===== config.mk =====
export PLATFORM = sky130hd
export DESIGN_NAME = radio_rx_timeout
export DESIGN_NICKNAME = d
export VERILOG_FILES = /design/src/common/radio_ctl_pkg.sv /design/src/hdl/radio_rx_timeout.sv
export SDC_FILE = /design/constraint.sdc
export NUM_CORES = 1
export LEC_CHECK = 0
export BUFFER_PORTS_ARGS = -buffer_cell sky130_fd_sc_hd__buf_4
export CAP_MARGIN = 20
export CORE_UTILIZATION = 45
export CTS_BUF_LIST = sky130_fd_sc_hd__clkbuf_8 sky130_fd_sc_hd__clkbuf_16
export CTS_CLUSTER_DIAMETER = 80
export DETAILED_ROUTE_END_ITERATION = 6
export PLACE_DENSITY = 0.62
export SYNTH_ARGS = -nofsm -noshare
export SYNTH_HDL_FRONTEND = slang
export SYNTH_SLANG_ARGS = --single-unit

===== constraint.sdc =====
create_clock -name mclk -period 7.9 [get_ports mclk]
set_input_delay 0.79 -clock mclk [delete_from_list [all_inputs] [get_ports mclk]]
set_output_delay 0.79 -clock mclk [all_outputs]
set_load 0.02 [all_outputs]

===== src/common/radio_ctl_pkg.sv =====
// Package: register map, field layout and state codes of the radio control
`default_nettype none
package radio_ctl_pkg;
	// ---------------------------------------------------------------
	// Register offsets
	// ---------------------------------------------------------------
	localparam logic [5:0] RX_TIMEOUT_CONFIG_OFS = 6'h15;
	localparam logic [5:0] CHAN_EXIT_CONFIG_OFS  = 6'h16;
	// ---------------------------------------------------------------
	// Field positions
	// ---------------------------------------------------------------
	localparam int RSSI_EARLY_END_BIT   = 4;
	localparam int QUALITY_CHECK_BIT    = 3;
	localparam int RX_TIME_LSB          = 0;
	localparam int CLEAR_SELECT_LSB     = 4;
	localparam int AFTER_RECEIVE_LSB    = 2;
	localparam int AFTER_SEND_LSB       = 0;
	// ---------------------------------------------------------------
	// Reset values and no-timeout code
	// ---------------------------------------------------------------
	localparam logic [2:0] RX_TIME_RST        = 3'h7;
	localparam logic [1:0] CLEAR_SELECT_RST   = 2'h3;
	localparam logic [1:0] AFTER_RECEIVE_RST  = 2'h0;
	localparam logic [1:0] AFTER_SEND_RST     = 2'h0;
	localparam logic [2:0] RX_TIME_NO_TIMEOUT = 3'h7;
	// ---------------------------------------------------------------
	// Timing counts
	// ---------------------------------------------------------------
	localparam logic [3:0] CARRIER_WAIT_SYMBOLS = 4'h8;
	localparam int         PERIOD_SHIFT_BASE    = 3;
	localparam int         RESOLUTION_SHIFT     = 5;
	// ---------------------------------------------------------------
	// Radio states, exit selections and clear-flag selections
	// ---------------------------------------------------------------
	typedef enum logic [1:0]
	{
		ST_IDLE     = 2'b00,
		ST_SYNTH_ON = 2'b01,
		ST_TX       = 2'b10,
		ST_RX       = 2'b11
	} radio_state_t;
	localparam logic [1:0] EXIT_IDLE  = 2'h0;
	localparam logic [1:0] EXIT_SYNTH = 2'h1;
	localparam logic [1:0] EXIT_TX    = 2'h2;
	localparam logic [1:0] EXIT_RX    = 2'h3;
	localparam logic [1:0] RXX_STAY   = 2'h3;
	localparam logic [1:0] RXX_TX     = 2'h2;
	localparam logic [1:0] TXX_STAY   = 2'h2;
	localparam logic [1:0] TXX_RX     = 2'h3;
	localparam logic [1:0] CLR_ALWAYS = 2'h0;
	localparam logic [1:0] CLR_RSSI   = 2'h1;
	localparam logic [1:0] CLR_NO_PKT = 2'h2;
endpackage
`default_nettype wire


===== src/hdl/radio_rx_timeout.sv =====
// Radio receive timeout, clear-channel indication and exit state control
`timescale 1ns/1ns
`default_nettype none
// Summary of operation
// - Early-end set: no carrier ends search; ASK allows 8 symbols first.
// - At expiry keep receiving on sync, or preamble quality when checked.
// - Three-bit timeout field, reset 7, scaled from wake event period.
// - Timeout counter counts RC oscillator periods, wake mode not required.
// - Clear flag follows two-bit select: always, RSSI low, no packet, both.
// - After reception go idle, synth-on, transmit or stay in receive.
// - After sending go idle, synth-on, stay sending preamble, or receive.
module radio_rx_timeout
#(parameter int TIMER_W = 32)
(
	input  wire logic       mclk,
	input  wire logic       rst,
	input  wire logic       ce,
	input  wire logic [5:0] regAddr,
	input  wire logic       regWrEn,
	input  wire logic [7:0] regWrData,
	input  wire logic       startRx,
	input  wire logic       startTx,
	input  wire logic       rxPacketDone,
	input  wire logic       txPacketDone,
	input  wire logic       syncFound,
	input  wire logic       preambleQualityFlag,
	input  wire logic       carrierSense,
	input  wire logic       rssiBelowThreshold,
	input  wire logic       askMode,
	input  wire logic       symbolTick,
	input  wire logic       rcTick,
	input  wire logic [15:0] wakeEventPeriod,
	input  wire logic [1:0] wakeTimerResolution,
	output logic [7:0]      regRdData,
	output logic [1:0]      radioState,
	output logic            channelClearFlag,
	output logic            rxAbandoned,
	output logic            txPreambleRestart
);
	// ---------------------------------------------------------------
	// Configuration registers
	// ---------------------------------------------------------------
	logic       rssiEarlyEnd_ff, nxt_rssiEarlyEnd;
	logic       qualCheck_ff, nxt_qualCheck;
	logic [2:0] rxTime_ff, nxt_rxTime;
	logic [1:0] clearSel_ff, nxt_clearSel;
	logic [1:0] afterRx_ff, nxt_afterRx;
	logic [1:0] afterTx_ff, nxt_afterTx;
	logic [7:0] rdData_ff, nxt_rdData;
	always_comb
	begin
		nxt_rssiEarlyEnd = rssiEarlyEnd_ff;
		nxt_qualCheck = qualCheck_ff;
		nxt_rxTime = rxTime_ff;
		nxt_clearSel = clearSel_ff;
		nxt_afterRx = afterRx_ff;
		nxt_afterTx = afterTx_ff;
		if (regWrEn && regAddr == radio_ctl_pkg::RX_TIMEOUT_CONFIG_OFS)
		begin
			nxt_rssiEarlyEnd =
				regWrData[radio_ctl_pkg::RSSI_EARLY_END_BIT];
			nxt_qualCheck = regWrData[radio_ctl_pkg::QUALITY_CHECK_BIT];
			nxt_rxTime = regWrData[radio_ctl_pkg::RX_TIME_LSB +: 3];
		end
		if (regWrEn && regAddr == radio_ctl_pkg::CHAN_EXIT_CONFIG_OFS)
		begin
			nxt_clearSel = regWrData[radio_ctl_pkg::CLEAR_SELECT_LSB +: 2];
			nxt_afterRx = regWrData[radio_ctl_pkg::AFTER_RECEIVE_LSB +: 2];
			nxt_afterTx = regWrData[radio_ctl_pkg::AFTER_SEND_LSB +: 2];
		end
		case (regAddr)
			radio_ctl_pkg::RX_TIMEOUT_CONFIG_OFS:
				nxt_rdData = {3'h0, nxt_rssiEarlyEnd, nxt_qualCheck,
					nxt_rxTime};
			radio_ctl_pkg::CHAN_EXIT_CONFIG_OFS:
				nxt_rdData = {2'h0, nxt_clearSel, nxt_afterRx, nxt_afterTx};
			default: nxt_rdData = 8'h00;
		endcase
	end
	always_ff @(posedge mclk)
	begin
		if (rst)
		begin
			rssiEarlyEnd_ff <= 1'b0;
			qualCheck_ff <= 1'b0;
			rxTime_ff <= radio_ctl_pkg::RX_TIME_RST;
			clearSel_ff <= radio_ctl_pkg::CLEAR_SELECT_RST;
			afterRx_ff <= radio_ctl_pkg::AFTER_RECEIVE_RST;
			afterTx_ff <= radio_ctl_pkg::AFTER_SEND_RST;
			rdData_ff <= 8'h00;
		end
		else if (ce)
		begin
			rssiEarlyEnd_ff <= nxt_rssiEarlyEnd;
			qualCheck_ff <= nxt_qualCheck;
			rxTime_ff <= nxt_rxTime;
			clearSel_ff <= nxt_clearSel;
			afterRx_ff <= nxt_afterRx;
			afterTx_ff <= nxt_afterTx;
			rdData_ff <= nxt_rdData;
		end
	end
	// ---------------------------------------------------------------
	// Radio state, timeout and clear channel
	// ---------------------------------------------------------------
	radio_ctl_pkg::radio_state_t state_ff, nxt_state;
	logic [TIMER_W-1:0] timer_ff, nxt_timer;
	logic [3:0]         symCount_ff, nxt_symCount;
	logic               pktActive_ff, nxt_pktActive;
	logic               clear_ff, nxt_clear;
	logic               abandon_ff, nxt_abandon;
	logic               restart_ff, nxt_restart;
	logic [TIMER_W-1:0] timeoutLen;
	logic [TIMER_W-1:0] scaledPeriod;
	logic               qualOk;
	always_comb
	begin
		scaledPeriod = TIMER_W'(wakeEventPeriod)
			<< (radio_ctl_pkg::RESOLUTION_SHIFT * wakeTimerResolution);
		timeoutLen = scaledPeriod
			>> (radio_ctl_pkg::PERIOD_SHIFT_BASE + rxTime_ff);
		qualOk = syncFound || pktActive_ff
			|| (qualCheck_ff && preambleQualityFlag);
		nxt_state = state_ff;
		nxt_timer = timer_ff;
		nxt_symCount = symCount_ff;
		nxt_pktActive = pktActive_ff;
		nxt_abandon = 1'b0;
		nxt_restart = 1'b0;
		case (state_ff)
			radio_ctl_pkg::ST_IDLE, radio_ctl_pkg::ST_SYNTH_ON:
			begin
				if (startRx)
					nxt_state = radio_ctl_pkg::ST_RX;
				else if (startTx)
					nxt_state = radio_ctl_pkg::ST_TX;
			end
			radio_ctl_pkg::ST_RX:
			begin
				if (syncFound)
					nxt_pktActive = 1'b1;
				if (rcTick)
					nxt_timer = timer_ff + 1'b1;
				if (symbolTick && symCount_ff
					!= radio_ctl_pkg::CARRIER_WAIT_SYMBOLS)
					nxt_symCount = symCount_ff + 4'h1;
				if (rxPacketDone)
				begin
					case (afterRx_ff)
						radio_ctl_pkg::EXIT_SYNTH:
							nxt_state = radio_ctl_pkg::ST_SYNTH_ON;
						radio_ctl_pkg::RXX_TX:
							nxt_state = radio_ctl_pkg::ST_TX;
						radio_ctl_pkg::RXX_STAY:
							nxt_state = radio_ctl_pkg::ST_RX;
						default:
							nxt_state = radio_ctl_pkg::ST_IDLE;
					endcase
					nxt_pktActive = 1'b0;
				end
				else if (!pktActive_ff && !syncFound && rssiEarlyEnd_ff
					&& (askMode ? (!carrierSense && symCount_ff
					== radio_ctl_pkg::CARRIER_WAIT_SYMBOLS)
					: !carrierSense))
				begin
					nxt_state = radio_ctl_pkg::ST_IDLE;
					nxt_abandon = 1'b1;
				end
				else if (rxTime_ff != radio_ctl_pkg::RX_TIME_NO_TIMEOUT
					&& rcTick && timer_ff + 1'b1 >= timeoutLen
					&& !pktActive_ff)
				begin
					if (qualOk)
						nxt_pktActive = 1'b1;
					else
					begin
						nxt_state = radio_ctl_pkg::ST_IDLE;
						nxt_abandon = 1'b1;
					end
				end
				if (carrierSense)
					nxt_symCount = radio_ctl_pkg::CARRIER_WAIT_SYMBOLS;
			end
			radio_ctl_pkg::ST_TX:
			begin
				if (txPacketDone)
				begin
					case (afterTx_ff)
						radio_ctl_pkg::EXIT_SYNTH:
							nxt_state = radio_ctl_pkg::ST_SYNTH_ON;
						radio_ctl_pkg::TXX_STAY:
						begin
							nxt_state = radio_ctl_pkg::ST_TX;
							nxt_restart = 1'b1;
						end
						radio_ctl_pkg::TXX_RX:
							nxt_state = radio_ctl_pkg::ST_RX;
						default:
							nxt_state = radio_ctl_pkg::ST_IDLE;
					endcase
				end
			end
			default:
				nxt_state = radio_ctl_pkg::ST_IDLE;
		endcase
		// Fresh search on every entry into receive
		if (nxt_state == radio_ctl_pkg::ST_RX
			&& (state_ff != radio_ctl_pkg::ST_RX || rxPacketDone))
		begin
			nxt_timer = '0;
			nxt_symCount = 4'h0;
			nxt_pktActive = 1'b0;
		end
		case (clearSel_ff)
			radio_ctl_pkg::CLR_ALWAYS: nxt_clear = 1'b1;
			radio_ctl_pkg::CLR_RSSI:   nxt_clear = rssiBelowThreshold;
			radio_ctl_pkg::CLR_NO_PKT: nxt_clear = !nxt_pktActive;
			default: nxt_clear = rssiBelowThreshold && !nxt_pktActive;
		endcase
	end
	always_ff @(posedge mclk)
	begin
		if (rst)
		begin
			state_ff <= radio_ctl_pkg::ST_IDLE;
			timer_ff <= '0;
			symCount_ff <= 4'h0;
			pktActive_ff <= 1'b0;
			clear_ff <= 1'b0;
			abandon_ff <= 1'b0;
			restart_ff <= 1'b0;
		end
		else if (ce)
		begin
			state_ff <= nxt_state;
			timer_ff <= nxt_timer;
			symCount_ff <= nxt_symCount;
			pktActive_ff <= nxt_pktActive;
			clear_ff <= nxt_clear;
			abandon_ff <= nxt_abandon;
			restart_ff <= nxt_restart;
		end
	end
	assign regRdData = rdData_ff;
	assign radioState = state_ff;
	assign channelClearFlag = clear_ff;
	assign rxAbandoned = abandon_ff;
	assign txPreambleRestart = restart_ff;
endmodule
`default_nettype wire

Word-level counts from Yosys, hierarchy flattened:

Index checks and enable logic that the tools add are counted.

* register bits after elaboration: 61
* input bits: 47
* output and inout port bits: 13
* word-level logic and storage cells: 108

* add/sub/neg operators: 3
* multiply operators: 1
* magnitude comparators: 1
* eq/ne operators: 18
* shift-type cells: 2
* muxes and demuxes: 41
* reductions and logical operators: 28

Operators with widths (count)
* 32-bit two-way mux: 3
* 32-bit by 1-bit adder with 32-bit output, second input constant: 1
* 32-bit greater-or-equal comparator: 1
* 16-bit by 5-bit left shift with 32-bit output: 1
* 32-bit by 4-bit >> shifter with 32-bit output: 1
* 2-bit two-way mux: 10
* 1-bit two-way mux: 18
* 2-bit one-hot mux with 3 select lines: 3
* 2-bit equality test, second input constant: 8
* 4-bit two-way mux: 4
* 1-bit logical AND: 13
* 6-bit by 5-bit equality test with 1-bit output, second input constant: 2
* 6-bit one-hot mux with 2 select lines: 1
* 2-bit by 1-bit equality test with 1-bit output, second input constant: 4
* 3-bit AND reduction: 2
* 3-bit by 2-bit multiplier with 5-bit output, first input constant: 1
* 2-bit by 3-bit adder with 4-bit output, first input constant: 1
* 4-bit by 1-bit adder with 4-bit output, second input constant: 1
* 4-bit equality test, second input constant: 1
* 1-bit logical NOT: 4
* 2-bit logical NOT: 2
* 4-bit != test, second input constant: 1
* 2-bit nonzero test: 2
* 1-bit logical OR: 3
* other kinds (6): 6

Depth between registers and ports, before layout:

Gate-level depths: netlist of the first run.

* depth in word-level cells: 16
* gate-level depth with buffers: 19
* depth with buffers taken out: 17

Worst setup path after synthesis of the first run:

No wires, ideal clock.

* kind: in2reg
* start point: input port wakeTimerResolution[0]
* end point: register pktActive_ff
* library setup time: 0.122 ns
* arrival: 4.042 ns
* path slack: 3.736 ns
* stages: 16
* path buffers: 2
* cell sequence: clkbuf_1 clkbuf_1 mux2i_1 nor2_1 a31oi_1 mux2i_1 mux2_2 o21ai_0 ha_1 o21ai_0 nor2_1 or3_1 a211oi_1 o41ai_1 o31a_1 a311o_1

* longest elaborated chain between the ends: 13
* elaborated cells between the ends (all ways): 17
* classes of those cells: mul (1); order compare (1); eq/ne (1); shift (2); mux (9); reduce/logical (3)

RTL lines
* from (decl): line radio_rx_timeout.sv:33 `input wire logic [1:0] wakeTimerResolution,`
* 3-bit by 2-bit multiplier with 5-bit output (*): line radio_rx_timeout.sv:119 `<< (radio_ctl_pkg::RESOLUTION_SHIFT * wakeTimerResolution);`
* 16-bit by 5-bit left shift with 32-bit output (*): line radio_rx_timeout.sv:118 `scaledPeriod = TIMER_W'(wakeEventPeriod)`
* 32-bit by 4-bit >> shifter with 32-bit output (*): line radio_rx_timeout.sv:120 `timeoutLen = scaledPeriod`
* 32-bit greater-or-equal comparator (*): line radio_rx_timeout.sv:170 `&& rcTick && timer_ff + 1'b1 >= timeoutLen`
* 1-bit logical AND (*): line radio_rx_timeout.sv:170
* 1-bit logical AND (*): line radio_rx_timeout.sv:171 `&& !pktActive_ff)`
* 2-bit two-way mux: line radio_rx_timeout.sv:169 `else if (rxTime_ff != radio_ctl_pkg::RX_TIME_NO_TIMEOUT`
* 2-bit two-way mux: line radio_rx_timeout.sv:161 `else if (!pktActive_ff && !syncFound && rssiEarlyEnd_ff`
* 2-bit two-way mux: line radio_rx_timeout.sv:147 `if (rxPacketDone)`
* 2-bit one-hot mux with 3 select lines: line radio_rx_timeout.sv:130 `case (state_ff)`
* 2-bit equality test: line radio_rx_timeout.sv:207 `if (nxt_state == radio_ctl_pkg::ST_RX`
* 1-bit logical AND: line radio_rx_timeout.sv:208 `&& (state_ff != radio_ctl_pkg::ST_RX || rxPacketDone))`
* 1-bit two-way mux (*): line radio_rx_timeout.sv:207
* to (signal assigned): line radio_rx_timeout.sv:238 `pktActive_ff <= nxt_pktActive;`
* to (decl): line radio_rx_timeout.sv:109 `logic pktActive_ff, nxt_pktActive;`

Every way passes the cells marked *; elsewhere a longest branch is shown, timed or not.
A chain may end at the register's enable or synchronous reset.

Worst setup path in the final report of the first run:

* start point: register timer_ff[0]
* end point: register clear_ff, in the netlist channelClearFlag

* longest elaborated chain between the ends: 14
* elaborated cells between the ends (all ways): 18
* classes of those cells: add/sub (1); order compare (1); eq/ne (1); mux (10); reduce/logical (5)

RTL lines
* from (decl): line radio_rx_timeout.sv:107 `logic [TIMER_W-1:0] timer_ff, nxt_timer;`
* from (signal assigned): line radio_rx_timeout.sv:236 `timer_ff <= nxt_timer;`
* 32-bit by 1-bit adder with 32-bit output (*): line radio_rx_timeout.sv:170
* 32-bit greater-or-equal comparator (*): line radio_rx_timeout.sv:170
* 1-bit logical AND (*): line radio_rx_timeout.sv:170
* 1-bit logical AND (*): line radio_rx_timeout.sv:171
* 2-bit two-way mux: line radio_rx_timeout.sv:169
* 2-bit two-way mux: line radio_rx_timeout.sv:161
* 2-bit two-way mux: line radio_rx_timeout.sv:147
* 2-bit one-hot mux with 3 select lines: line radio_rx_timeout.sv:130
* 2-bit equality test: line radio_rx_timeout.sv:207
* 1-bit logical AND: line radio_rx_timeout.sv:208
* 1-bit two-way mux (*): line radio_rx_timeout.sv:207
* 1-bit logical NOT (*): line radio_rx_timeout.sv:217, radio_rx_timeout.sv:218
* 1-bit logical AND: line radio_rx_timeout.sv:218 `default: nxt_clear = rssiBelowThreshold && !nxt_pktActive;`
* 1-bit one-hot mux with 3 select lines (*): line radio_rx_timeout.sv:214 `case (clearSel_ff)`
* to (signal assigned): line radio_rx_timeout.sv:239 `clear_ff <= nxt_clear;`
* to (decl): line radio_rx_timeout.sv:110 `logic clear_ff, nxt_clear;`

Marks and branches as above.

==> results.yml, run 1 <==
run_status:
  status: "finished clean"
hold_path:
  hp-start: "rssiEarlyEnd_ff"
  min_delay_worst_endpoint: "rssiEarlyEnd_ff"
  worst_hold_path_type: "reg -> reg"
  hold-path-cell-count: 2
floorplan:
  floorplan.die.height_um: 109
  die-area_mm2: 0.0119
  std_cell_rows: 38
  initial_core_util_pct: 46.9
  die_width_um: 109
  ios: 60
  core-area_mm2: 0.0110
grt:
  grt_antenna_before_repair: 0
  pin_count_of_the_biggest_net_entering_global_routing: 47
  grt_usage_pct: 24.2
  grt_overflow_total: 0
  grt_first_pass_wirelength_um: 22700
  via_count_of_the_first_global_routing_pass: 4753
timing:
  final_period_util_pct: 57.2
  grt_setup_unrepaired: "no"
  timing.fmax_mhz: 221
  report.final.slew_viol_count: 0
  tightest_slew_ns: 0.982
  setup_violations: 0
  hold_violations: 0
  final_worst_path_setup_slack_ns: 3.38
  worst_slew_margin_rel_pct: 34.5
  fin_tns_setup_ns: 0
  finClkSkew_ns: 0.0106
  fin_hold_ws_ns: 0.468
  fin_crit_ns: 4.52
clock_network:
  path_clk_slew_ns: 0.06
  max-clock-path-buffers: 2
  tritoncts_num_sinks: 59
  cts-resized-gates: 0
  cts_buffers: 9
  cts_tree: "built"
  post_cts_hold_buffer_count: 0
  htree_num_levels: 3
  post-cts-setup-buffer-count: 0
  cts.root.buffer_cell: "sky130_fd_sc_hd__clkbuf_16"
  insertion_delay_ns: 0.33
place:
  placed_inst_area_mm2: 0.00560
  detailedPlace.worstSlack_ns: 3.21
  placed_cells_incl_taps: 831
  numPortBuffers: 55
  place.gp.congestion: 0.866
  dp.final_hpwl_um: 10400
setup_path:
  r2r-start: "timer_ff[0]"
  worst_path_max_delay_cell: "sky130_fd_sc_hd__o41ai_1"
  critical_path_required_ns: 8.13
  critPathMaxStageDelay_ns: 0.84
  start_kind: "flop"
  worst-r2r-cell-count: 15
  worst-path-max-fanout: 5
  cp_data_arrival_time_ns: 4.75
  crit_family: "simple AND/OR/NAND/NOR gates"
  timing.critical_path.buf_inv: 0
  flop2flop_setup_slack_ns: 3.38
  critical_path.reg2reg.endpoint: "channelClearFlag"
  cp_cell_sequence: "ha_1 > nand2_1 > or4_4 > nor3_4 > nand3_4 > nor2_4 > nand3_2 > xnor2_1 > ha_1 > nand4_1 > or3_1 > o41ai_1 > o31a_1 > a21oi_1 > o31a_1"
  cp-end-kind: "flop"
  critPathKind: "reg -> reg"
cells_and_area:
  syn2layout_area_growth_pct: 15.3
  layout.cells.non_filler: 847
  layout-drive-gt1-share_pct: 15.4
  finalInstanceArea_mm2: 0.00594
  postLayoutCoreUtil_pct: 54.1
  nets: 780
  num_antenna_cells: 0
yosys:
  post_synth_inst_count: 673
  yosys_warnings: 0
  synth_sequential_area_ratio_pct: 22.9
  post_synth_num_cell_types: 72
  number_of_enable_flip_flop_cells_after_synthesis: 0
  synth-seq-cells: 59
  dominantRegCellSynth: "sky130_fd_sc_hd__dfxtp_1"
  synth_area_mm2: 0.00515
  synthesis.area_per_instance_um2: 7.66
  synthArstFlopShare_pct: 0
power_and_ir_drop:
  seq_power_share_pct: 34.6
  ir_worst_vdd_uv: 90.8
  total_power_mw: 0.874
  static-leakage-power_nw: 2.54
  power_per_cell_area_mw_per_mm2: 147
  p_sw_share_pct: 26.0
  p_int_mw: 0.647
  power_frac_clock_pct: 50.6
  power.switching_mw: 0.227
  comb_power_share_pct: 14.8
run:
  max_cap_viol_count: 0
detailed_routing:
  drtIter0Drc: 446
  post-route-drc-count: 0
  highest-signal-layer: "met4"
  detailedRoute.firstPassIterationCount: 5
  routed_wire_length_per_instance_um: 16.5
  met3_wirelength_um: 565
  wirelength_met1_um: 6500
  route.vias.total: 5099
  via_per_inst: 6.02
  wl_met2_um: 6710
  detail-route-antenna-nets: 0
  postRouteWirelength_um: 13900
[synth_stat cells (3+ instances only)]
| cell type | number | area, um^2 |
|---|---|---|
| sky130_fd_sc_hd__buf_2 | 4 | 20.0 |
| sky130_fd_sc_hd__o21bai_1 | 3 | 22.5 |
| sky130_fd_sc_hd__dfxtp_1 | 59 | 1180 |
| sky130_fd_sc_hd__a21oi_1 | 49 | 245 |
| sky130_fd_sc_hd__inv_1 | 16 | 60.1 |
| sky130_fd_sc_hd__o21ai_0 | 40 | 200 |
| sky130_fd_sc_hd__and4_1 | 4 | 35.0 |
| sky130_fd_sc_hd__o21ai_1 | 8 | 40.0 |
| sky130_fd_sc_hd__a222oi_1 | 5 | 50.1 |
| sky130_fd_sc_hd__a21o_1 | 5 | 37.5 |
| sky130_fd_sc_hd__a31oi_1 | 7 | 43.8 |
| sky130_fd_sc_hd__a22o_1 | 13 | 114 |
| sky130_fd_sc_hd__nand3_1 | 46 | 230 |
| sky130_fd_sc_hd__nor2b_1 | 7 | 43.8 |
| sky130_fd_sc_hd__nor2_1 | 51 | 191 |
| sky130_fd_sc_hd__ha_1 | 31 | 388 |
| sky130_fd_sc_hd__or3_1 | 3 | 18.8 |
| sky130_fd_sc_hd__clkbuf_1 | 27 | 101 |
| sky130_fd_sc_hd__mux2i_1 | 43 | 430 |
| sky130_fd_sc_hd__a311oi_1 | 3 | 26.3 |
| sky130_fd_sc_hd__nand4_1 | 12 | 75.1 |
| sky130_fd_sc_hd__a211oi_1 | 3 | 22.5 |
| sky130_fd_sc_hd__o211ai_1 | 6 | 45.0 |
| sky130_fd_sc_hd__buf_1 | 8 | 30.0 |
| sky130_fd_sc_hd__or2_2 | 4 | 25.0 |
| sky130_fd_sc_hd__o31ai_1 | 17 | 128 |
| sky130_fd_sc_hd__nor3b_1 | 3 | 22.5 |
| sky130_fd_sc_hd__and3_1 | 12 | 75.1 |
| sky130_fd_sc_hd__mux2_2 | 12 | 135 |
| sky130_fd_sc_hd__xor2_1 | 11 | 96.3 |
| sky130_fd_sc_hd__nand2_1 | 80 | 300 |
| sky130_fd_sc_hd__nand2b_1 | 4 | 25.0 |
| sky130_fd_sc_hd__nor3_1 | 9 | 45.0 |
| sky130_fd_sc_hd__xnor2_1 | 16 | 140 |
| sky130_fd_sc_hd__o22ai_1 | 3 | 18.8 |
[how the worst max path moves through the flow]
stage	from	to	slack, ns	cells after the start
floorplan	wakeTimerResolution[0]	pktActive_ff	3.74	16
global placement	wakeTimerResolution[0]	pktActive_ff	3.31	15
detailed placement	wakeTimerResolution[0]	pktActive_ff	3.21	15
CTS	timer_ff[7]	channelClearFlag	3.42	14
global route	timer_ff[0]	channelClearFlag	3.24	15
finish	timer_ff[0]	channelClearFlag	3.38	15
[kinds of logic (layout without fill, tap and decap cells)]
group | count (synthesis) | in the layout | synth area share, %
other | 1 | 2 | 0.0728
multiplexers | 57 | 57 | 11.9
AO/OA/AOI/OAI | 182 | 182 | 23.3
XOR/XNOR | 27 | 27 | 4.59
adder cells (fa/ha/maj) | 31 | 31 | 7.53
AND/OR/NAND/NOR | 258 | 258 | 25.3
buffers and inverters | 58 | 91 | 4.47
flip-flops | 59 | 59 | 22.9
[worst register-to-register path, stage by stage (launching register included)]
cell and delay, ns:
sky130_fd_sc_hd__dfxtp_1 0.42, sky130_fd_sc_hd__ha_1 0.26, sky130_fd_sc_hd__nand2_1 0.13, sky130_fd_sc_hd__or4_4 0.47, sky130_fd_sc_hd__nor3_4 0.28, sky130_fd_sc_hd__nand3_4 0.14
sky130_fd_sc_hd__nor2_4 0.21, sky130_fd_sc_hd__nand3_2 0.12, sky130_fd_sc_hd__xnor2_1 0.17, sky130_fd_sc_hd__ha_1 0.32, sky130_fd_sc_hd__nand4_1 0.10, sky130_fd_sc_hd__or3_1 0.42
sky130_fd_sc_hd__o41ai_1 0.84, sky130_fd_sc_hd__o31a_1 0.23, sky130_fd_sc_hd__a21oi_1 0.05, sky130_fd_sc_hd__o31a_1 0.27
[registers in the layout, summed over array words and instances, names as in the netlist, 2 cells and up]
| register | count |
|---|---|
| regRdData | 6 |
| clearSel_ff | 2 |
| afterRx_ff | 2 |
| afterTx_ff | 2 |
| rxTime_ff | 3 |
| symCount_ff | 4 |
| radioState | 2 |
| timer_ff | 32 |
[layer usage]
layer  up-vias  GRT usage [%]
met3        15           3.17
met5         -              0
met1      2387           31.6
li1       2566              -
met2       131           41.6
met4         0           6.37
[layout make-up]
cell class / instances / area, um^2
repair buffers: 58 / 435
flip-flops and latches: 59 / 1180
well taps: 140 / 175
inverters: 17 / 63.8
fillers: 1016 / 5040
multi-input cells: 557 / 3740
clock buffers: 11 / 253
clock inverters: 5 / 83.8
[power by group through the flow]
stage	Clock, mW	Sequential [mW]	Combinational [mW]
finish	0.442	0.302	0.130
global route	0.459	0.303	0.144
CTS	0.446	0.302	0.129
detailed placement	0	0.309	0.128
global placement	0	0.309	0.126
floorplan	0	0.309	0.0832
[cell usage in the layout, fill, tap and decap left out, types with 5 or more instances in the layout]
cell and n:
sky130_fd_sc_hd__a21o_1 5, sky130_fd_sc_hd__a21oi_1 49, sky130_fd_sc_hd__a222oi_1 5, sky130_fd_sc_hd__a22o_1 13, sky130_fd_sc_hd__a31oi_1 7, sky130_fd_sc_hd__and3_1 12
sky130_fd_sc_hd__buf_4 58, sky130_fd_sc_hd__clkbuf_16 9, sky130_fd_sc_hd__dfxtp_1 58, sky130_fd_sc_hd__ha_1 31, sky130_fd_sc_hd__inv_1 16, sky130_fd_sc_hd__mux2_2 12
sky130_fd_sc_hd__mux2i_1 43, sky130_fd_sc_hd__nand2_1 80, sky130_fd_sc_hd__nand3_1 46, sky130_fd_sc_hd__nand4_1 12, sky130_fd_sc_hd__nor2_1 51, sky130_fd_sc_hd__nor2b_1 7
sky130_fd_sc_hd__nor3_1 9, sky130_fd_sc_hd__o211ai_1 6, sky130_fd_sc_hd__o21ai_0 40, sky130_fd_sc_hd__o21ai_1 8, sky130_fd_sc_hd__o31ai_1 17, sky130_fd_sc_hd__xnor2_1 16
sky130_fd_sc_hd__xor2_1 11
No activity file was read; power rests on OpenSTA's default activity.
==> run 2, diff against run 1 <==
--- a/config.mk
+++ b/config.mk
@@ -11,7 +11,7 @@
 export CTS_BUF_LIST = sky130_fd_sc_hd__clkbuf_8 sky130_fd_sc_hd__clkbuf_16
 export CTS_CLUSTER_DIAMETER = 80
 export DETAILED_ROUTE_END_ITERATION = 6
-export PLACE_DENSITY = 0.62
+export PLACE_DENSITY = 0.65
 export SYNTH_ARGS = -nofsm -noshare
 export SYNTH_HDL_FRONTEND = slang
 export SYNTH_SLANG_ARGS = --single-unit
==> constraint.sdc (replaced) <==
create_clock -name mclk -period 3.9 [get_ports mclk]
set_input_delay 0.39 -clock mclk [delete_from_list [all_inputs] [get_ports mclk]]
set_output_delay 0.39 -clock mclk [all_outputs]
set_load 0.02 [all_outputs]
==> results.yml, run 2 (same netlist as run 1, synthesis figures left out) <==
floorplan:
  core-area_mm2: 0.0110
  die-area_mm2: 0.0119
  die_width_um: 109
  initial_core_util_pct: 46.9
  ios: 60
  std_cell_rows: 38
  floorplan.die.height_um: 109
power_and_ir_drop:
  power_per_cell_area_mw_per_mm2: 288
  static-leakage-power_nw: 2.73
  ir_worst_vdd_uv: 281
setup_path:
  r2r-start: "timer_ff[12]"
  critical_path_required_ns: 4.12
  critPathKind: "reg -> reg"
  cp_data_arrival_time_ns: 3.95
  worst_path_max_delay_cell: "sky130_fd_sc_hd__or4_4"
  critical_path.reg2reg.endpoint: "channelClearFlag"
  worst-path-max-fanout: 4
  flop2flop_setup_slack_ns: 0.17
  cp_cell_sequence: "nand2_1 > or4_4 > nor3_4 > nand3_4 > nor2_4 > nand3_2 > xnor2_1 > ha_1 > nand4_1 > or3_4 > o41ai_2 > buf_4 > o31a_1 > a21oi_1 > o31a_1"
  worst-r2r-cell-count: 15
  cp-end-kind: "flop"
  critPathMaxStageDelay_ns: 0.56
  start_kind: "flop"
  critical-path-top-cell-by-count: "sky130_fd_sc_hd__o31a_1"
detailed_routing:
  detail-route-antenna-nets: 0
  drtIter0Drc: 376
  postRouteWirelength_um: 14200
  via_per_inst: 5.98
  post-route-drc-count: 0
  routed_wire_length_per_instance_um: 16.2
  detailedRoute.firstPassIterationCount: 5
  route.vias.total: 5262
hold_path:
  hold-path-cell-count: 3
  hp-start: "regWrData[5]"
  min_delay_worst_endpoint: "clearSel_ff[1]"
  worst_hold_path_type: "in -> reg"
grt:
  grt_usage_pct: 25.1
  grt_first_pass_wirelength_um: 23500
  pin_count_of_the_biggest_net_entering_global_routing: 31
  grt_overflow_total: 0
  via_count_of_the_first_global_routing_pass: 4979
  grt_antenna_before_repair: 0
clock_network:
  cts.root.buffer_cell: "sky130_fd_sc_hd__clkbuf_16"
  path_clk_slew_ns: 0.06
  htree_num_levels: 3
  max-clock-path-buffers: 2
  cts_buffers: 9
  tritoncts_num_sinks: 59
  cts_tree: "built"
  post_cts_hold_buffer_count: 0
  insertion_delay_ns: 0.33
run:
  max_cap_viol_count: 0
cells_and_area:
  num_antenna_cells: 0
  syn2layout_area_growth_pct: 20.9
  regMostFlops: "timer_ff"
  layout.cells.non_filler: 880
  nets: 813
  finalInstanceArea_mm2: 0.00623
  commonest_non_fill_non_tap_cell_in_the_layout: "sky130_fd_sc_hd__buf_4"
  layout-drive-gt1-share_pct: 20.5
  postLayoutCoreUtil_pct: 56.7
  layout.cells.most_common_list: "91 x sky130_fd_sc_hd__buf_4, 80 x sky130_fd_sc_hd__nand2_1, 53 x sky130_fd_sc_hd__dfxtp_1"
  max_ffs_per_register: 32
run_status:
  status: "finished clean"
place:
  numPortBuffers: 55
  place.gp.congestion: 0.857
  dp.final_hpwl_um: 10900
  detailedPlace.worstSlack_ns: -0.0231
  placed_cells_incl_taps: 863
  placed_inst_area_mm2: 0.00584
timing:
  final_worst_path_setup_slack_ns: 0.168
  timing.fmax_mhz: 268
  report.final.slew_viol_count: 0
  finClkSkew_ns: 0.00801
  hold_violations: 0
  worst_slew_margin_rel_pct: 40.4
  tightest_slew_ns: 0.895
  fin_tns_setup_ns: 0
  final_period_util_pct: 95.7
  setup_violations: 0
  fin_crit_ns: 3.73
[run 2: cell types whose count changed in the layout (fill, tap and decap cells not counted), sizes merged]
cell,before,now
bufinv,2,3
clkbuf,11,9
clkinv,0,3
buf,58,91
clkinvlp,2,1
inv,18,17
[run 2: critical path: cells and delay by family, from the launching register on]
family          cells  cell delay [ns]
simple gates        8             1.76
buf+inv             1             0.19
compound gates      4             0.82
xor+xnor            1             0.16
fa+ha+maj           1             0.31
flops               1             0.39
[run 2: worst max-delay path by stage]
| stage | start | slack, ns | cells past startpoint | end |
|---|---|---|---|---|
| after global routing | wakeTimerResolution[0] | -0.02 | 17 | pktActive_ff |
| final | timer_ff[12] | 0.17 | 15 | channelClearFlag |
| after detailed placement | wakeTimerResolution[0] | -0.02 | 16 | pktActive_ff |
| after floorplan | wakeTimerResolution[0] | 0.14 | 16 | pktActive_ff |
| after CTS | timer_ff[5] | 0.02 | 15 | channelClearFlag |
| after global placement | timer_ff[9] | 0.07 | 15 | channelClearFlag |
[run 2: routing by layer]
| layer | wire (um) | vias up | GRT usage (%) |
|---|---|---|---|
| met3 | 587 | 18 | 4.42 |
| met5 | 0 | - | 0 |
| met4 | 261 | 0 | 7.72 |
| li1 | - | 2616 | - |
| met1 | 6460 | 2492 | 32.4 |
| met2 | 6940 | 136 | 42.3 |
[run 2: report_power, final]
group	leakage [nW]	internal, mW	switching [mW]	total (mW)
clock	0.165	0.622	0.286	0.908
sequential	0.479	0.605	0.00551	0.610
combinational	2.09	0.118	0.160	0.278
[run 2: area by class of cell]
| type | instances | area, um^2 |
|---|---|---|
| clock buffer | 9 | 225 |
| clock inverter | 7 | 116 |
| fill | 1014 | 4760 |
| inverter | 17 | 63.8 |
| multi-input combinational | 557 | 3770 |
| sequential | 59 | 1200 |
| tap | 140 | 175 |
| timing repair buffer | 91 | 683 |
[run 2: per-stage QoR]
stage | hold slack [ns] | power (mW)
2_1_floorplan | 0.436 | 0.795
3_3_place_gp | 0.445 | 0.892
3_5_place_dp | 0.461 | 0.897
4_1_cts | 0.295 | 1.81
5_1_grt | 0.321 | 1.86
6_report | 0.306 | 1.80
[run 2: repair_timing]
item                       CTS  global route
setup buffers                0             1
pin swaps                    0             1
setup endpoints to repair    1             5
gates resized for setup      2            12
==> run 3, diff against run 2 <==
--- a/config.mk
+++ b/config.mk
@@ -11,7 +11,7 @@
 export CTS_BUF_LIST = sky130_fd_sc_hd__clkbuf_8 sky130_fd_sc_hd__clkbuf_16
 export CTS_CLUSTER_DIAMETER = 80
 export DETAILED_ROUTE_END_ITERATION = 6
-export PLACE_DENSITY = 0.65
+export PLACE_DENSITY = 0.62
 export SYNTH_ARGS = -nofsm -noshare
 export SYNTH_HDL_FRONTEND = slang
 export SYNTH_SLANG_ARGS = --single-unit
==> constraint.sdc (replaced) <==
create_clock -name mclk -period 3.6 [get_ports mclk]
set_input_delay 0.36 -clock mclk [delete_from_list [all_inputs] [get_ports mclk]]
set_output_delay 0.36 -clock mclk [all_outputs]
set_load 0.02 [all_outputs]
==> results.yml, run 3 (same netlist as run 1, synthesis figures left out) <==
floorplan:
  core-area_mm2: 0.0110
  die-area_mm2: 0.0119
  die_width_um: 109
  std_cell_rows: 38
  floorplan.die.height_um: 109
  initial_core_util_pct: 46.9
  ios: 60
grt:
  grt_antenna_before_repair: 0
  grt_overflow_total: 0
  grt_first_pass_wirelength_um: 23900
  grt_usage_pct: 25.7
  via_count_of_the_first_global_routing_pass: 4930
  pin_count_of_the_biggest_net_entering_global_routing: 28
detailed_routing:
  postRouteWirelength_um: 15000
  route.vias.total: 5372
  post-route-drc-count: 0
  detailedRoute.firstPassIterationCount: 5
  drtIter0Drc: 337
  detail-route-antenna-nets: 0
  via_per_inst: 5.76
  routed_wire_length_per_instance_um: 16.1
place:
  dp.final_hpwl_um: 11500
  placed_cells_incl_taps: 914
  place.gp.congestion: 0.869
  numPortBuffers: 55
setup_path:
  critical_path_required_ns: 3.83
  critPathMaxStageDelay_ns: 0.57
  critical-path-top-cell-by-count: "sky130_fd_sc_hd__o31a_1"
  flop2flop_setup_slack_ns: 0.08
  cp_cell_sequence: "nand4_4 > or4_4 > nor3_4 > nand3_4 > nor2_4 > nand3_2 > xnor2_2 > ha_1 > nand4_1 > or3_4 > o41ai_4 > o31a_1 > a21oi_1 > o31a_1"
  worst_path_max_delay_cell: "sky130_fd_sc_hd__or4_4"
  worst-path-max-fanout: 2
  start_kind: "flop"
  cp_data_arrival_time_ns: 3.75
  r2r-start: "timer_ff[10]"
  worst-r2r-cell-count: 14
  cp-end-kind: "flop"
  critPathKind: "reg -> reg"
  critical_path.reg2reg.endpoint: "channelClearFlag"
cells_and_area:
  syn2layout_area_growth_pct: 29.2
  num_antenna_cells: 0
  layout.cells.most_common_list: "142 x sky130_fd_sc_hd__buf_4, 79 x sky130_fd_sc_hd__nand2_1, 51 x sky130_fd_sc_hd__nor2_1"
  max_ffs_per_register: 32
  layout.cells.non_filler: 933
  nets: 866
  commonest_non_fill_non_tap_cell_in_the_layout: "sky130_fd_sc_hd__buf_4"
  regMostFlops: "timer_ff"
  layout-drive-gt1-share_pct: 27.2
timing:
  setup_violations: 0
  fin_tns_setup_ns: 0
  timing.fmax_mhz: 284
  report.final.slew_viol_count: 0
  finClkSkew_ns: 0.00531
  final_period_util_pct: 97.7
  tightest_slew_ns: 0.838
  worst_slew_margin_rel_pct: 43.9
  grt_setup_unrepaired: "yes"
  hold_violations: 0
  fin_crit_ns: 3.52
clock_network:
  path_clk_slew_ns: 0.06
  tritoncts_num_sinks: 59
  cts.root.buffer_cell: "sky130_fd_sc_hd__clkbuf_16"
  cts_tree: "built"
  htree_num_levels: 3
  cts_buffers: 9
  max-clock-path-buffers: 2
  insertion_delay_ns: 0.34
hold_path:
  min_delay_worst_endpoint: "clearSel_ff[1]"
  hold-path-cell-count: 3
  hp-start: "regWrData[5]"
  worst_hold_path_type: "in -> reg"
power_and_ir_drop:
  ir_worst_vdd_uv: 250
  power_per_cell_area_mw_per_mm2: 273
  power_frac_clock_pct: 44.8
  static-leakage-power_nw: 3.04
  seq_power_share_pct: 36.5
  power.switching_mw: 0.519
  p_int_mw: 1.30
  comb_power_share_pct: 18.7
  p_sw_share_pct: 28.6
run:
  max_cap_viol_count: 0
run_status:
  status: "finished clean"
## run 3: cell count changes in the layout (fill, tap and decap cells not counted), moves of 2 or more
cell                        delta
sky130_fd_sc_hd__buf_4        +51
sky130_fd_sc_hd__o21bai_1      -2
sky130_fd_sc_hd__bufinv_16     -3
sky130_fd_sc_hd__dfxtp_1       -3
sky130_fd_sc_hd__dfxtp_4       -2
sky130_fd_sc_hd__xnor2_2       +2
sky130_fd_sc_hd__o21bai_2      +2
sky130_fd_sc_hd__dfxtp_2       +5
sky130_fd_sc_hd__xnor2_1       -2
## run 3: layout make-up
cell class	count	area [um^2]
clock inverter	6	40.0
clock buffer	10	239
inverter	17	63.8
multi-input combinational	557	3850
fill	1029	4320
timing repair buffer	144	1100
tap	140	175
sequential	59	1190
## run 3: how the worst max path moves through the flow
stage | startpoint | end | slack (ns) | depth (start not counted)
finish | timer_ff[10] | channelClearFlag | 0.08 | 14
global route | timer_ff[6] | channelClearFlag | -0.07 | 14
CTS | timer_ff[10] | channelClearFlag | -0.05 | 14
detailed placement | wakeTimerResolution[0] | pktActive_ff | -0.25 | 15
global placement | wakeTimerResolution[0] | pktActive_ff | -0.18 | 15
floorplan | wakeTimerResolution[0] | pktActive_ff | -0.04 | 15
## run 3: worst max-delay path: cells and delay by family, from the launching register on
| family | cells | cell delay, ns |
|---|---|---|
| adders and majority gates | 1 | 0.30 |
| DFF | 1 | 0.35 |
| xor gates and xnor gates | 1 | 0.15 |
| and+or+nand+nor | 8 | 1.76 |
| AOI/OAI and AO/OA | 4 | 0.83 |
## run 3: timing repair
action,CTS,global route
buffers inserted,0,3
setup endpoints to repair,5,5
pin swaps,1,6
hold buffers,0,0
gates resized for setup,8,21
## run 3: power groups by stage
stage / clock (mW) / combinational, mW / sequential, mW
after floorplan: 0 / 0.184 / 0.679
after global placement: 0 / 0.327 / 0.677
after detailed placement: 0 / 0.331 / 0.677
after CTS: 0.829 / 0.335 / 0.663
after global routing: 0.861 / 0.372 / 0.662
final: 0.814 / 0.339 / 0.662
## run 3: per-stage QoR
step	setup WS [ns]	total power, mW	hold slack [ns]	instance area [um^2]	utilization (%)
after detailed placement	-0.255	1.01	0.451	6240	56.9
final	0.0816	1.81	0.282	6660	60.6
after global routing	-0.0746	1.89	0.302	6660	60.6
after floorplan	-0.0354	0.862	0.436	5170	-
after global placement	-0.182	1.00	0.446	6240	56.9
after CTS	-0.0545	1.83	0.281	6560	59.7
## run 3: layer usage
layer	wire length (um)	GRT usage, %	vias to the layer above	part of all wire (%)
met3	628	4.54	15	4.2
met1	6950	34.2	2515	46
met2	7180	42.5	122	48
met4	215	6.76	0	1.4
met5	0	0	-	0
li1	-	-	2720	-
